**src/include/rkpm_pkg.sv**
```systemverilog
`default_nettype none
package rkpm_pkg;
  localparam int unsigned CLK_HZ    = 20_000_000;
  localparam int unsigned TICK_MS   = 10;
  localparam int unsigned TICK_CYC  = CLK_HZ / 1000 * TICK_MS;

  localparam int unsigned ID_W      = 45;
  localparam int unsigned PIN_W     = 20;
  localparam int unsigned ENT_W     = ID_W + PIN_W + 1;
  localparam int unsigned PIN_LSB   = ID_W;
  localparam int unsigned ALW_POS   = ID_W + PIN_W;
  localparam int unsigned DEPTH     = 16;
  localparam int unsigned IDX_W     = 4;
  localparam int unsigned DIG_N     = 11;

  // pin stored in bcd digits
  localparam logic [19:0] DEF_PIN   = 20'h12345;

  localparam logic [5:0]  WG_LEN_26 = 6'h1A;
  localparam logic [5:0]  WG_LEN_32 = 6'h20;
  localparam logic [5:0]  WG_LEN_42 = 6'h2A;
  localparam logic [5:0]  WG_LEN_44 = 6'h2C;
  localparam logic [5:0]  WG_LEN_KEY = 6'h04;
  localparam logic [1:0]  EM_FMT_26 = 2'h0;
  localparam logic [1:0]  EM_FMT_32 = 2'h1;
  localparam logic [1:0]  EM_FMT_42 = 2'h2;

  localparam logic [1:0]  KP_CODE   = 2'h0;
  localparam logic [1:0]  KP_PIN    = 2'h1;
  localparam logic [1:0]  KP_ID     = 2'h2;
  localparam logic [3:0]  KEY_0     = 4'h0;
  localparam logic [3:0]  KEY_STAR  = 4'hA;
  localparam logic [3:0]  KEY_HASH  = 4'hB;
  localparam logic [3:0]  CODE_10   = 4'hA;
  localparam logic [3:0]  CODE_0    = 4'h0;

  localparam logic [2:0]  REPEAT_N  = 3'h5;
  localparam logic [2:0]  UNKNOWN_N = 3'h5;

  localparam int unsigned PROG_TIMEOUT_S = 15;
  localparam logic [10:0] PROG_TK   = 11'(PROG_TIMEOUT_S * 1000 / TICK_MS);
  localparam int unsigned LOCK_STEP_S = 10;
  localparam int unsigned LOCK_STEP_TK = LOCK_STEP_S * 1000 / TICK_MS;
  localparam int unsigned BEEP_MS   = 500;
  localparam logic [7:0]  BEEP_TK   = 8'(BEEP_MS / TICK_MS);
  localparam logic [7:0]  PU_END_TK = 8'(3 * BEEP_MS / TICK_MS);
  localparam int unsigned GREEN_MS  = 100;
  localparam logic [3:0]  GREEN_TK  = 4'(GREEN_MS / TICK_MS);
  localparam int unsigned FLASH_SLOW_BIT = 6;
  localparam int unsigned FLASH_FAST_BIT = 4;

  localparam logic [3:0]  FILT_RST  = 4'h7;

  typedef enum logic [4:0] {
    PM_OFF = 5'h01,
    PM_INS = 5'h02,
    PM_DEL = 5'h04,
    PM_NBR = 5'h08,
    PM_REF = 5'h10
  } rkpm_pm_t;

  typedef enum logic [2:0] {
    SP_LOOK = 3'h1,
    SP_DEL  = 3'h2,
    SP_REF  = 3'h4
  } rkpm_purp_t;
endpackage
`default_nettype wire
```
**src/hdl/rkpm_store.sv**
```systemverilog
`default_nettype none
module rkpm_store (
  input  wire logic                       clk,
  input  wire logic                       reset,
  input  wire logic                       we,
  input  wire logic [rkpm_pkg::IDX_W-1:0] widx,
  input  wire logic [rkpm_pkg::ENT_W-1:0] wdata,
  input  wire logic                       clr,
  input  wire logic [rkpm_pkg::IDX_W-1:0] cidx,
  input  wire logic                       clr_all,
  input  wire logic [rkpm_pkg::IDX_W-1:0] ridx,
  output logic      [rkpm_pkg::ENT_W-1:0] rdata,
  output logic                            rvalid
);
  typedef struct packed {
    logic [rkpm_pkg::DEPTH-1:0]                      vld;
    logic [rkpm_pkg::DEPTH-1:0][rkpm_pkg::ENT_W-1:0] ent;
    logic [rkpm_pkg::ENT_W-1:0]                      rdata;
    logic                                            rvalid;
  } rkpm_store_st_t;

  rkpm_store_st_t q;
  rkpm_store_st_t d;

  always_comb
  begin
    d = q;
    d.rdata = q.ent[ridx];
    d.rvalid = q.vld[ridx];
    if (clr_all)
      d.vld = '0;
    if (clr)
      d.vld[cidx] = 1'b0;
    if (we)
    begin
      d.vld[widx] = 1'b1;
      d.ent[widx] = wdata;
    end
  end

  // contents are lost on reset; a real part keeps them in non-volatile storage
  always_ff @(posedge clk)
  begin
    if (reset)
      q <= '0;
    else
      q <= d;
  end

  assign rdata = q.rdata;
  assign rvalid = q.rvalid;
endmodule
`default_nettype wire

```
**src/hdl/rkpm_top.sv**
```systemverilog
`default_nettype none
module rkpm_top #(
  parameter int unsigned TICK_CYC = rkpm_pkg::TICK_CYC
) (
  input  wire logic                      clk,
  input  wire logic                      reset,
  input  wire logic                      wiegand_mode,
  input  wire logic                      intrusion_alarm_system_mode,
  input  wire logic [1:0]                keypad_cfg,
  input  wire logic [1:0]                em_fmt_sel,
  input  wire logic                      pin_sched_suppress,
  input  wire logic                      sched_valid,
  input  wire logic [7:0]                lock_time_cfg,
  input  wire logic                      hw_addr_mode,
  input  wire logic [rkpm_pkg::ID_W-1:0] prog_ins_id,
  input  wire logic [rkpm_pkg::ID_W-1:0] prog_del_id,
  input  wire logic                      card_valid,
  input  wire logic [rkpm_pkg::ID_W-1:0] card_id,
  input  wire logic                      card_tech,
  input  wire logic [5:0]                card_len,
  output logic                           card_ready,
  input  wire logic                      key_valid,
  input  wire logic [3:0]                key_code,
  output logic                           key_ready,
  input  wire logic                      beep_in_n,
  input  wire logic                      yellow_in_n,
  input  wire logic                      io_port_n,
  input  wire logic                      tamper_sense,
  output logic                           wg_valid,
  output logic      [rkpm_pkg::ID_W-1:0] wg_data,
  output logic      [5:0]                wg_len,
  input  wire logic                      wg_ready,
  output logic                           beeper,
  output logic                           led_red,
  output logic                           led_green,
  output logic                           led_yellow,
  output logic                           relay,
  output logic                           pin_required,
  output logic                           keypad_locked,
  output logic                           prog_active,
  output logic                           digit_valid,
  output logic      [3:0]                digit,
  output logic                           entry_cancel,
  output logic                           entry_submit,
  output logic                           reason_valid,
  output logic      [3:0]                reason,
  output logic                           intrusion_alarm_system_toggle,
  output logic                           user_valid,
  output logic                           user_found,
  output logic      [rkpm_pkg::PIN_W-1:0] user_pin,
  output logic                           user_always
);
  typedef struct packed {
    logic [23:0]                        tick_cnt;
    logic                               tick;
    logic [3:0][2:0]                    sy;
    logic [3:0]                         filt;
    logic [7:0]                         pu_cnt;
    logic [3:0]                         grn;
    logic [7:0]                         flash;
    rkpm_pkg::rkpm_pm_t                 pm;
    logic [10:0]                        pm_tmr;
    logic [2:0]                         rep;
    logic [rkpm_pkg::IDX_W-1:0]         ref_idx;
    logic [rkpm_pkg::IDX_W-1:0]         last;
    logic                               sc_run;
    rkpm_pkg::rkpm_purp_t               purp;
    logic                               sc_typed;
    logic [rkpm_pkg::IDX_W:0]           sc_idx;
    logic                               cmp_v;
    logic [rkpm_pkg::IDX_W-1:0]         cmp_idx;
    logic [rkpm_pkg::ID_W-1:0]          sc_key;
    logic [4*rkpm_pkg::DIG_N-1:0]       digits;
    logic [3:0]                         ndig;
    logic [2:0]                         unk;
    logic [17:0]                        lock;
    logic                               m_we;
    logic                               m_clr;
    logic                               m_clr_all;
    logic [rkpm_pkg::IDX_W-1:0]         m_widx;
    logic [rkpm_pkg::IDX_W-1:0]         m_cidx;
    logic [rkpm_pkg::ENT_W-1:0]         m_wdata;
    logic [1:0]                         b_v;
    logic [1:0][rkpm_pkg::ID_W-1:0]     b_data;
    logic [1:0][5:0]                    b_len;
    logic                               rdy;
    logic                               beeper;
    logic                               red;
    logic                               yellow;
    logic                               relay;
    logic                               pin_req;
    logic                               dig_v;
    logic [3:0]                         dig;
    logic                               cancel;
    logic                               submit;
    logic                               reason_v;
    logic [3:0]                         reason;
    logic                               ias_tog;
    logic                               user_v;
    logic                               user_hit;
    logic [rkpm_pkg::PIN_W-1:0]         user_pin;
    logic                               user_alw;
    logic                               green;
    logic                               locked;
    logic                               prog;
  } rkpm_top_st_t;

  rkpm_top_st_t q;
  rkpm_top_st_t d;

  logic [rkpm_pkg::ENT_W-1:0] m_rdata;
  logic                       m_rvalid;
  logic [3:0]                 pin_raw;
  logic                       card_take;
  logic                       key_take;
  logic                       typed;
  logic                       cv;
  logic                       ctyp;
  logic [rkpm_pkg::ID_W-1:0]  cid;
  logic                       is_ins;
  logic                       is_del;
  logic                       push;
  logic [rkpm_pkg::ID_W-1:0]  pdata;
  logic [5:0]                 plen;
  logic [3:0]                 rmap;
  logic                       is_digit;
  logic                       hit;
  logic                       pu_beep;
  logic                       tamper_any;

  assign pin_raw = {tamper_sense, io_port_n, yellow_in_n, beep_in_n};

  always_comb
  begin
    d = q;
    card_take = card_valid & q.rdy;
    // a key waits while a card is offered, so one word at most enters per cycle
    key_take = key_valid & q.rdy & ~card_valid;
    typed = 1'b0;
    cv = 1'b0;
    ctyp = 1'b0;
    cid = '0;
    push = 1'b0;
    pdata = '0;
    plen = '0;
    hit = 1'b0;
    d.dig_v = 1'b0;
    d.cancel = 1'b0;
    d.submit = 1'b0;
    d.reason_v = 1'b0;
    d.ias_tog = 1'b0;
    d.user_v = 1'b0;
    d.m_we = 1'b0;
    d.m_clr = 1'b0;
    d.m_clr_all = 1'b0;

    d.tick = 1'b0;
    if (q.tick_cnt == 24'(TICK_CYC - 1))
    begin
      d.tick_cnt = '0;
      d.tick = 1'b1;
    end
    else
      d.tick_cnt = q.tick_cnt + 24'h1;

    // only the second and third stages are looked at
    for (int i = 0; i < 4; i++)
    begin
      d.sy[i] = {q.sy[i][1:0], pin_raw[i]};
      if (q.sy[i][2] == q.sy[i][1])
        d.filt[i] = q.sy[i][2];
    end

    if (q.tick)
    begin
      d.flash = q.flash + 8'h1;
      if (q.pu_cnt != rkpm_pkg::PU_END_TK)
        d.pu_cnt = q.pu_cnt + 8'h1;
      if (q.grn != '0)
        d.grn = q.grn - 4'h1;
      if (q.lock != '0)
        d.lock = q.lock - 18'h1;
      if (q.pm != rkpm_pkg::PM_OFF)
      begin
        if (q.pm_tmr == '0)
        begin
          d.pm = rkpm_pkg::PM_OFF;
          d.rep = '0;
        end
        else
          d.pm_tmr = q.pm_tmr - 11'h1;
      end
    end

    // reason numbering; also the wiegand code of a key-code keypad
    if (key_code == rkpm_pkg::KEY_0)
      rmap = rkpm_pkg::CODE_10;
    else if (key_code == rkpm_pkg::KEY_STAR)
      rmap = rkpm_pkg::CODE_0;
    else
      rmap = key_code;
    is_digit = key_code < rkpm_pkg::KEY_STAR;

    if (key_take)
    begin
      if (wiegand_mode)
      begin
        push = 1'b1;
        plen = rkpm_pkg::WG_LEN_KEY;
        pdata = {41'h0, (keypad_cfg == rkpm_pkg::KP_CODE) ? rmap : key_code};
      end
      else if (q.lock == '0)
      begin
        if (key_code == rkpm_pkg::KEY_HASH && intrusion_alarm_system_mode && q.ndig == '0)
          d.ias_tog = 1'b1;
        else if (keypad_cfg == rkpm_pkg::KP_CODE)
        begin
          d.reason_v = 1'b1;
          d.reason = rmap;
          if (key_code == rkpm_pkg::KEY_HASH)
            typed = (q.pm != rkpm_pkg::PM_OFF) || ({1'b0, q.digits} == prog_ins_id)
                    || ({1'b0, q.digits} == prog_del_id);
        end
        else
        begin
          d.dig_v = is_digit;
          d.dig = key_code;
          d.cancel = key_code == rkpm_pkg::KEY_STAR;
          d.submit = key_code == rkpm_pkg::KEY_HASH;
          typed = d.submit && keypad_cfg == rkpm_pkg::KP_ID;
        end
        if (is_digit)
        begin
          d.digits = {q.digits[4*rkpm_pkg::DIG_N-5:0], key_code};
          if (q.ndig != 4'(rkpm_pkg::DIG_N))
            d.ndig = q.ndig + 4'h1;
        end
        else
        begin
          d.digits = '0;
          d.ndig = '0;
        end
      end
    end

    if (card_take)
    begin
      cv = 1'b1;
      cid = card_id;
    end
    else if (typed)
    begin
      cv = 1'b1;
      ctyp = 1'b1;
      cid = {1'b0, q.digits};
    end
    is_ins = cid == prog_ins_id;
    is_del = cid == prog_del_id;

    if (cv && (is_ins || is_del))
    begin
      case (q.pm)
        rkpm_pkg::PM_OFF:
          if (!hw_addr_mode)
          begin
            d.pm = is_ins ? rkpm_pkg::PM_INS : rkpm_pkg::PM_DEL;
            d.rep = '0;
            d.pm_tmr = rkpm_pkg::PROG_TK;
          end
        rkpm_pkg::PM_INS:
          if (is_ins)
          begin
            d.pm_tmr = rkpm_pkg::PROG_TK;
            if (q.rep == rkpm_pkg::REPEAT_N - 3'h1)
            begin
              d.pm = rkpm_pkg::PM_NBR;
              d.rep = '0;
            end
            else
              d.rep = q.rep + 3'h1;
          end
          else
            d.rep = '0;
        rkpm_pkg::PM_DEL:
          if (is_del)
          begin
            d.pm_tmr = rkpm_pkg::PROG_TK;
            if (q.rep == rkpm_pkg::REPEAT_N - 3'h1)
            begin
              d.m_clr_all = 1'b1;
              d.last = 4'(rkpm_pkg::DEPTH - 1);
              d.pm = rkpm_pkg::PM_OFF;
              d.rep = '0;
            end
            else
              d.rep = q.rep + 3'h1;
          end
          else
            d.rep = '0;
        rkpm_pkg::PM_REF:
        begin
          d.m_clr = 1'b1;
          d.m_cidx = is_del ? q.ref_idx - 4'h1 : q.ref_idx + 4'h1;
          d.pm = rkpm_pkg::PM_OFF;
        end
        default:
          d.pm = q.pm;
      endcase
    end
    else if (cv)
    begin
      d.rep = '0;
      d.sc_key = cid;
      d.sc_typed = ctyp;
      d.sc_idx = '0;
      d.cmp_v = 1'b0;
      if (q.pm == rkpm_pkg::PM_INS)
      begin
        d.m_we = 1'b1;
        d.m_widx = q.last + 4'h1;
        d.last = q.last + 4'h1;
        d.m_wdata = {1'b1, rkpm_pkg::DEF_PIN, cid};
        d.pm_tmr = rkpm_pkg::PROG_TK;
      end
      else if (q.pm != rkpm_pkg::PM_OFF)
      begin
        d.sc_run = 1'b1;
        d.purp = (q.pm == rkpm_pkg::PM_DEL) ? rkpm_pkg::SP_DEL : rkpm_pkg::SP_REF;
        d.pm_tmr = rkpm_pkg::PROG_TK;
      end
      else if (wiegand_mode && !ctyp)
      begin
        push = 1'b1;
        pdata = cid;
        d.grn = rkpm_pkg::GREEN_TK;
        if (card_tech)
          plen = card_len;
        else if (em_fmt_sel == rkpm_pkg::EM_FMT_26)
          plen = rkpm_pkg::WG_LEN_26;
        else if (em_fmt_sel == rkpm_pkg::EM_FMT_32)
          plen = rkpm_pkg::WG_LEN_32;
        else if (em_fmt_sel == rkpm_pkg::EM_FMT_42)
          plen = rkpm_pkg::WG_LEN_42;
        else
          plen = rkpm_pkg::WG_LEN_44;
      end
      else
      begin
        d.sc_run = 1'b1;
        d.purp = rkpm_pkg::SP_LOOK;
      end
    end

    // linear search; memory read data lag the index by one cycle
    if (q.sc_run)
    begin
      hit = q.cmp_v && m_rvalid && (m_rdata[rkpm_pkg::ID_W-1:0] == q.sc_key);
      d.cmp_v = ~q.sc_idx[rkpm_pkg::IDX_W];
      d.cmp_idx = q.sc_idx[rkpm_pkg::IDX_W-1:0];
      if (!q.sc_idx[rkpm_pkg::IDX_W])
        d.sc_idx = q.sc_idx + 5'h1;
      if (hit || (q.cmp_v && q.cmp_idx == 4'(rkpm_pkg::DEPTH - 1)))
      begin
        d.sc_run = 1'b0;
        d.cmp_v = 1'b0;
        case (q.purp)
          rkpm_pkg::SP_LOOK:
          begin
            d.user_v = 1'b1;
            d.user_hit = hit;
            d.user_pin = m_rdata[rkpm_pkg::PIN_LSB +: rkpm_pkg::PIN_W];
            d.user_alw = m_rdata[rkpm_pkg::ALW_POS];
            if (hit)
              d.grn = rkpm_pkg::GREEN_TK;
            if (q.sc_typed && hit)
              d.unk = '0;
            else if (q.sc_typed && q.unk == rkpm_pkg::UNKNOWN_N - 3'h1)
            begin
              d.unk = '0;
              d.lock = 18'(lock_time_cfg * rkpm_pkg::LOCK_STEP_TK);
            end
            else if (q.sc_typed)
              d.unk = q.unk + 3'h1;
          end
          rkpm_pkg::SP_DEL:
            if (hit)
            begin
              d.m_clr = 1'b1;
              d.m_cidx = q.cmp_idx;
            end
          default:
            if (hit)
            begin
              d.ref_idx = q.cmp_idx;
              d.pm = rkpm_pkg::PM_REF;
            end
        endcase
      end
    end

    // two-entry output buffer, head in slot 0
    if (wg_ready && q.b_v[0])
    begin
      d.b_v = {1'b0, q.b_v[1]};
      d.b_data[0] = q.b_data[1];
      d.b_len[0] = q.b_len[1];
    end
    if (push)
    begin
      if (!d.b_v[0])
      begin
        d.b_v[0] = 1'b1;
        d.b_data[0] = pdata;
        d.b_len[0] = plen;
      end
      else
      begin
        d.b_v[1] = 1'b1;
        d.b_data[1] = pdata;
        d.b_len[1] = plen;
      end
    end
    // a slot stays spare for the word already on its way
    d.rdy = ~d.b_v[1] & ~d.sc_run;

    pu_beep = (q.pu_cnt < rkpm_pkg::BEEP_TK) || (q.pu_cnt >= 8'(2 * rkpm_pkg::BEEP_TK)
              && q.pu_cnt != rkpm_pkg::PU_END_TK);
    tamper_any = q.filt[3] | ~q.filt[2];
    d.beeper = wiegand_mode & (pu_beep | ~q.filt[0]);
    d.red = wiegand_mode;
    d.relay = wiegand_mode & tamper_any;
    if (q.pm == rkpm_pkg::PM_NBR || q.pm == rkpm_pkg::PM_REF)
      d.yellow = q.flash[rkpm_pkg::FLASH_FAST_BIT];
    else if (q.pm != rkpm_pkg::PM_OFF)
      d.yellow = q.flash[rkpm_pkg::FLASH_SLOW_BIT];
    else
      d.yellow = wiegand_mode & ~q.filt[1];
    d.pin_req = ~wiegand_mode && keypad_cfg == rkpm_pkg::KP_PIN
                && !(pin_sched_suppress && sched_valid);
    // status levels registered so every top output leaves a flip-flop
    d.green = d.grn != '0;
    d.locked = d.lock != '0;
    d.prog = d.pm != rkpm_pkg::PM_OFF;
  end

  always_ff @(posedge clk)
  begin
    if (reset)
    begin
      q <= '0;
      q.filt <= rkpm_pkg::FILT_RST;
      q.pm <= rkpm_pkg::PM_OFF;
      q.purp <= rkpm_pkg::SP_LOOK;
      q.last <= 4'(rkpm_pkg::DEPTH - 1);
    end
    else
      q <= d;
  end

  rkpm_store u_store (
    .clk     (clk),
    .reset   (reset),
    .we      (q.m_we),
    .widx    (q.m_widx),
    .wdata   (q.m_wdata),
    .clr     (q.m_clr),
    .cidx    (q.m_cidx),
    .clr_all (q.m_clr_all),
    .ridx    (q.sc_idx[rkpm_pkg::IDX_W-1:0]),
    .rdata   (m_rdata),
    .rvalid  (m_rvalid)
  );

  assign card_ready = q.rdy;
  assign key_ready = q.rdy;
  assign wg_valid = q.b_v[0];
  assign wg_data = q.b_data[0];
  assign wg_len = q.b_len[0];
  assign beeper = q.beeper;
  assign led_red = q.red;
  assign led_green = q.green;
  assign led_yellow = q.yellow;
  assign relay = q.relay;
  assign pin_required = q.pin_req;
  assign keypad_locked = q.locked;
  assign prog_active = q.prog;
  assign digit_valid = q.dig_v;
  assign digit = q.dig;
  assign entry_cancel = q.cancel;
  assign entry_submit = q.submit;
  assign reason_valid = q.reason_v;
  assign reason = q.reason;
  assign intrusion_alarm_system_toggle = q.ias_tog;
  assign user_valid = q.user_v;
  assign user_found = q.user_hit;
  assign user_pin = q.user_pin;
  assign user_always = q.user_alw;
endmodule
`default_nettype wire

```
**config.mk**
```make
export PLATFORM = sky130hd
export DESIGN_NAME = rkpm_top
export DESIGN_NICKNAME = d
export VERILOG_FILES = /design/src/include/rkpm_pkg.sv /design/src/hdl/rkpm_store.sv /design/src/hdl/rkpm_top.sv
export SDC_FILE = /design/constraint.sdc
export NUM_CORES = 2
export LEC_CHECK = 0
export BUFFER_PORTS_ARGS = -buffer_cell sky130_fd_sc_hd__buf_2
export CAP_MARGIN = 25
export CORE_ASPECT_RATIO = 0.75
export CORE_UTILIZATION = 40
export DETAILED_ROUTE_END_ITERATION = 8
export GPL_ROUTABILITY_DRIVEN = 0
export HOLD_SLACK_MARGIN = 0.03
export PLACE_DENSITY_LB_ADDON = 0.1
export SKIP_CTS_REPAIR_TIMING = 1
export SYNTH_ARGS = -nofsm -noshare
export SYNTH_HDL_FRONTEND = slang
export SYNTH_SLANG_ARGS = --single-unit
export TNS_END_PERCENT = 10
```
**constraint.sdc**
```tcl
create_clock -name clk -period 6 [get_ports clk]
set_input_delay 0.3 -clock clk [delete_from_list [all_inputs] [get_ports clk]]
set_output_delay 0.3 -clock clk [all_outputs]
set_load 0.02 [all_outputs]
```
---- Word-level counts from Yosys, hierarchy flattened ----
Cells that the tools add are included.
word-level totals
  flip-flop bits (word level) ............. 1562
cells by class
  $lt $le $gt $ge ......................... 8
  add/subtract/negate cells ............... 13
  reductions and logical operators ........ 61
  multiply operators ...................... 1
  mux-type cells .......................... 148
  equality and inequality tests ........... 36
  bitwise gates (word level) .............. 32
operators by type and width
  operator             number
  $mux W1072           1
  $bwmux W1056         1
  $mux W45             9
  $bmux W66 S4         1
  $demux W66 S4        1
  $eq A45 B45 Y1       3
  $mux W66             2
  $mux W18             7
  $mux W4              31
  $mux W104            1
  $eq A44 B45 Y1       2
  $mux W6              11
  $mux W16             4
  $mux W5              10
  $mux W48             1
  $mux W11             4
  $mux W44             1
  $pmux W14 S3         1
  $mux W19             2
  $mux W1              36
  $mux W3              12
  $reduce_bool A18 Y1  2
  $mux W31             1
  $mux W14             2
  64 further kinds     153

---- Depth between registers and ports, before layout ----
  depth after elaboration ................. 23
  gate-level depth with buffers ........... 19
  gate-level depth less buffers ........... 19

---- By module ----
A second synthesis with hierarchy kept.
second synthesis, totals
  cells, all modules ...................... 9043
  area total of the unflattened synthesis .. 71587.4 um2
modules (own cells, without submodules)
  module      cells each  times used  area an instance (um2)
  rkpm_store  6038        1           47860.9
  rkpm_top    3005        1           23726.5

---- Worst setup path after synthesis ----
No wires, ideal clock.
  path kind ............................... input to register
  start ................................... input lock_time_cfg[0]
  end ..................................... register q (netlist bit keypad_locked)
  required time ........................... 5866 ps
  arrival time ............................ 4468 ps
  stages on the path ...................... 18
  setup slack ............................. 1398 ps
  path through ............................ fa_1 > fa_1 > inv_1 > fa_1 > inv_1 > fa_1 > ha_1 > inv_1 > o21bai_1 > a21oi_1 > o21ai_0 > a31o_2 > a21o_1 > a21oi_1 > xnor2_1 > nor2_1 > a311oi_1 > or4_1
on the way
  longest elaborated chain between the ends .. 7
ends and longest elaborated chain
  item                 RTL line         RTL
  start, declared      rkpm_top.sv:13   input wire logic [7:0] lock_time_cfg,
  $mul A8 B7 Y15       rkpm_top.sv:380  d.lock = 18'(lock_time_cfg * rkpm_pkg::LOCK_STEP_TK);
  $mux W18             rkpm_top.sv:377  else if (q.sc_typed && q.unk == rkpm_pkg::UNKNOWN_N - 3'h1)
  $mux W18             rkpm_top.sv:375  if (q.sc_typed && hit)
  $mux W18             rkpm_top.sv:366  case (q.purp)
  $mux W18             rkpm_top.sv:362  if (hit || (q.cmp_v && q.cmp_idx == 4'(rkpm_pkg::DEPTH - 1)))
  $mux W18             rkpm_top.sv:355  if (q.sc_run)
  $reduce_bool A18 Y1  rkpm_top.sv:442  d.locked = d.lock != '0;
  end, declared        rkpm_top.sv:108  rkpm_top_st_t q;
No other way between the ends.
A chain may end at the register's enable or synchronous reset.

---- Final worst setup path ----
  start ................................... register q (netlist bit card_ready)
  end ..................................... register q (netlist bit wg_len[0])
on the way
  longest elaborated chain between the ends .. 14
ends and longest elaborated chain
  item                        RTL line         RTL
  $and A1 B1 Y1 (2 in a row)  rkpm_top.sv:138  key_take = key_valid & q.rdy & ~card_valid;
  $mux W1                     rkpm_top.sv:204  if (key_take)
  $mux W1                     rkpm_top.sv:251  else if (typed)
  $mux W1                     rkpm_top.sv:246  if (card_take)
  $logic_not A1 Y1            rkpm_top.sv:331  else if (wiegand_mode && !ctyp)
  $logic_and A1 B1 Y1         rkpm_top.sv:331
  $mux W6                     rkpm_top.sv:331
  $mux W6                     rkpm_top.sv:325  else if (q.pm != rkpm_pkg::PM_OFF)
  $mux W6                     rkpm_top.sv:317  if (q.pm == rkpm_pkg::PM_INS)
  $mux W6                     rkpm_top.sv:310  else if (cv)
  $mux W6                     rkpm_top.sv:260  if (cv && (is_ins || is_del))
  $mux W6                     rkpm_top.sv:410  if (!d.b_v[0])
  $mux W104 (*)               rkpm_top.sv:408  if (push)
Every way passes the cells marked *; elsewhere a longest branch is shown, timed or not.

==> flow_summary.yaml <==
global_route:
  grt_max_degree: 183
  grt_pass1_wl_um: 346300
  grt_antenna_before_repair: 8
  grt-ovfl-total: 0
  grt_usage_pct: 28.45
  grt_pass1_vias: 50454
critical_path:
  cpMaxStageDelayCell: "nor4b_1"
  critPathCaptureType: "flop"
  regToRegSetupSlack_ns: 0.75
  cpPeakStageDelay_ns: 1.01
  cp-start-kind: "flop"
  path_cells: "buf_4 > and2_2 > nor2_1 > a221o_1 > nor4b_1 > nand3_1 > a32oi_1 > nand4_1 > o22ai_4 > nor3_4 > buf_4 > o21ai_4 > a31oi_1 > a311oi_1 > dlygate4sd3_1"
  crit_family: "simple AND/OR/NAND/NOR gates"
  reg2reg_from: "card_ready$_SDFF_PP0_"
  cp.depth: 15
  required_ns: 6.75
  crit_path_max_fanout: 30
  worst_setup_path_endpoint: "wg_len[0]$_SDFF_PP0_"
  r2r_end: "wg_len[0]$_SDFF_PP0_"
  crit_arrival_ns: 6.00
  startpoint: "card_ready$_SDFF_PP0_"
  r2r_cells: 15
  path_class: "reg2reg"
  cp_common_cell: "buf_4"
  crit_buf_inv: 3
clocking:
  cts_root_buf: "clkbuf_16"
  clk-insertion-delay-late_ns: 0.81
  clock-sinks: 1435
  cts_tree: "built"
  htreeDepth: 4
  clkTransAtPathRegs_ns: 0.06
  numCtsBuffers: 145
  cts_buffer_depth: 3
timing:
  period_share_pct: 87.51
  rsz0062_at_grt: "false"
  finalSetupViolations: 0
  setup_ws_ns: 0.7492
  fin_crit_ns: 5.251
  fmax_ghz: 0.1904
  fin_skew_ns: 0.03272
  holdWs_ns: 0.01636
  finalSetupTns_ns: 0
  tightestPinTransition_ns: 1.184
  timing.slew.headroom_pct: 19.98
  finalMaxSlewViolations: 0
  final_hold_viol_count: 0
hold_path:
  hp-class: "in2reg"
place:
  port_buffers: 269
  dp_cells: 9074
  place_ws_ns: 0.9245
  dp_hpwl_um: 148700
yosys:
  async_flop_share_pct: 0
  avgSynthCellArea_um2: 8.826
  synth_ff_type: "dfxtp_1"
  yosysSeqAreaShare_pct: 44.79
  yosys.cell_types.count: 105
  syn_nets: 7516
  ys_ff_latch: 1435
  synth_edf_count: 0
  syn_inst: 7267
  yosysWarnings: 0
  synth_area_um2: 64140
pwr:
  p_clk_share_pct: 46.2
  power.share.combinational_pct: 7.0
  power.leakage_nw: 25.19
  seqPwrFrac_pct: 46.8
  peakVddDrop_mv: 0.3156
  switchingPower_w: 0.005164
  intPower_w: 0.01536
  p_per_area_nw_per_um2: 285.9
  sw_frac_of_total_pct: 25.16
job:
  drv_cap: 0
layout:
  syn_to_final_growth_pct: 11.97
  multi_input_area_um2: 32100
  n_fill_cell: 15339
  fin_cells: 9377
  seqCellArea_um2: 28740
  nNetsFinal: 7390
  drive_above_1_share_pct: 14.70
run_status:
  violations: "design-rule violations"
  status: "finished, violations left"
detailed_routing:
  antenna_left: 0
  avgRoutedWirePerCell_um: 25.28
  drtIter0Drc: 7178
  drc: 218
  viasPerCell: 5.820
  drt-pass1-iter-count: 9
  routed_wl_um: 237000
  vias: 54575
die:
  dieWidth_um: 464.4
  ios: 270
  dieArea_um2: 162000
  rows: 126
  placeableCoreArea_um2: 158300
  die_y_um: 348.8
  start_util_pct: 40.52
cells in the mapped netlist, types with 20 or more instances:
cell type / number / area share, %
nand2b_1: 62 / 0.60
xnor2_1: 43 / 0.59
buf_4: 87 / 1.0
nand2_1: 1748 / 10
and3_1: 21 / 0.20
xor2_1: 97 / 1.3
mux2_2: 42 / 0.74
ha_1: 54 / 1.1
nor2_1: 361 / 2.1
buf_2: 30 / 0.23
a21oi_1: 911 / 7.1
nand4_1: 26 / 0.25
buf_1: 86 / 0.50
mux4_2: 300 / 11
a22oi_1: 130 / 1.5
or3_1: 20 / 0.20
o21ai_0: 46 / 0.36
nor2b_1: 172 / 1.7
and2_1: 229 / 2.2
o22ai_1: 51 / 0.50
nand3_1: 119 / 0.93
nor3_1: 45 / 0.35
inv_1: 139 / 0.81
fa_1: 23 / 0.72
a211oi_1: 114 / 1.3
clkbuf_1: 478 / 2.8
nor4_1: 64 / 0.62
mux2i_1: 36 / 0.56
dfxtp_1: 1435 / 45
per-layer routing:
layer / up-vias / track usage (%) / part of all wire [%]
met5: - / 1.604 / 0.14
met4: 9 / 9.670 / 3.7
met3: 646 / 7.046 / 9.7
met2: 2724 / 40.16 / 41
met1: 26634 / 41.63 / 45
li1: 24562 / - / -
cells by family after synthesis:
logic type                 Yosys count  share of synthesized area (%)
AOI/OAI and AO/OA                 1447                          13.51
xor gates and xnor gates           140                          1.912
muxes                              382                          11.91
adders and majority gates           77                          1.771
and+or+nand+nor                   2952                          20.57
DFF                               1435                          44.79
buffers and inverters              834                          5.542
worst min-delay path by stage:
stage                                      startpoint                                  endpoint  slack (ns)  cells past startpoint
after floorplan                           key_code[0]                   entry_cancel$_SDFF_PP0_        0.38                      1
after global placement              d[407]$_SDFF_PP0_                         d[408]$_SDFF_PP0_        0.42                      1
after detailed placement            d[416]$_SDFF_PP0_                         d[417]$_SDFF_PP0_        0.43                      1
after CTS                                 sched_valid                   pin_required$_SDFF_PP0_       -0.39                      2
after global routing                    keypad_cfg[1]                   reason_valid$_SDFF_PP0_        0.03                      4
final                     intrusion_alarm_system_mode  intrusion_alarm_system_toggle$_SDFF_PP0_        0.02                      4
cells in the final DEF, fill, tap and decap left out, types with 13 or more instances in the layout:
cell type / Yosys / final
o22ai_1: 51 / 51
nor2_1: 361 / 348
nor4_1: 64 / 64
xor2_1: 97 / 97
clkbuf_16: 0 / 145
fa_1: 23 / 23
buf_4: 87 / 98
clkbuf_8: 0 / 43
nor2_4: 1 / 13
buf_2: 30 / 269
a211oi_1: 114 / 114
and2_1: 229 / 228
nor3_1: 45 / 40
inv_1: 139 / 139
a21oi_1: 911 / 911
ha_1: 54 / 54
xnor2_1: 43 / 43
nand2b_1: 62 / 62
mux4_2: 300 / 300
o21ai_0: 46 / 46
nand2_2: 1 / 13
buf_12: 0 / 17
nor2b_1: 172 / 172
nand2_1: 1748 / 1735
clkbuf_1: 478 / 27
nand3_1: 119 / 115
and3_1: 21 / 21
a22oi_1: 130 / 130
dlygate4sd3_1: 0 / 26
mux2i_1: 36 / 36
dfxtp_1: 1435 / 1431
mux2_2: 42 / 42
o2111ai_1: 16 / 16
or3_1: 20 / 20
clkinv_2: 0 / 24
nand4_1: 26 / 26
worst min-delay path, cell delays in order:
cell and delay, ns:
buf_2 0.10, nor4bb_1 0.14, nand2b_1 0.15, nor3b_1 0.08
power by group through the flow:
stage | Sequential [W] | Clock (W) | Combinational, W
5_1_grt | 0.00960 | 0.0101 | 0.00153
3_3_place_gp | 0.00982 | 0 | 0.00138
4_1_cts | 0.00960 | 0.00967 | 0.00138
3_5_place_dp | 0.00982 | 0 | 0.00137
2_1_floorplan | 0.00981 | 0 | 0.000890
6_report | 0.00960 | 0.00949 | 0.00143
stage by stage:
step	utilization [%]	instance area, um^2	power, W
5_1_grt	45.36	71800	0.02121
3_5_place_dp	41.99	66470	0.01119
2_1_floorplan	-	64140	0.01070
4_1_cts	45.15	71460	0.02066
3_3_place_gp	41.94	66380	0.01120
6_report	45.37	71810	0.02053
layout make-up:
type / count / area share (%)
tap: 2112 / 3.680
clock buffer: 213 / 5.980
inverter: 145 / 0.7579
sequential: 1435 / 40.03
clock inverter: 51 / 0.9809
timing repair buffer: 416 / 3.856
antenna: 7 / 0.02439
multi-input combinational: 4998 / 44.70
Note: power is estimated with default switching activity, not from simulation.
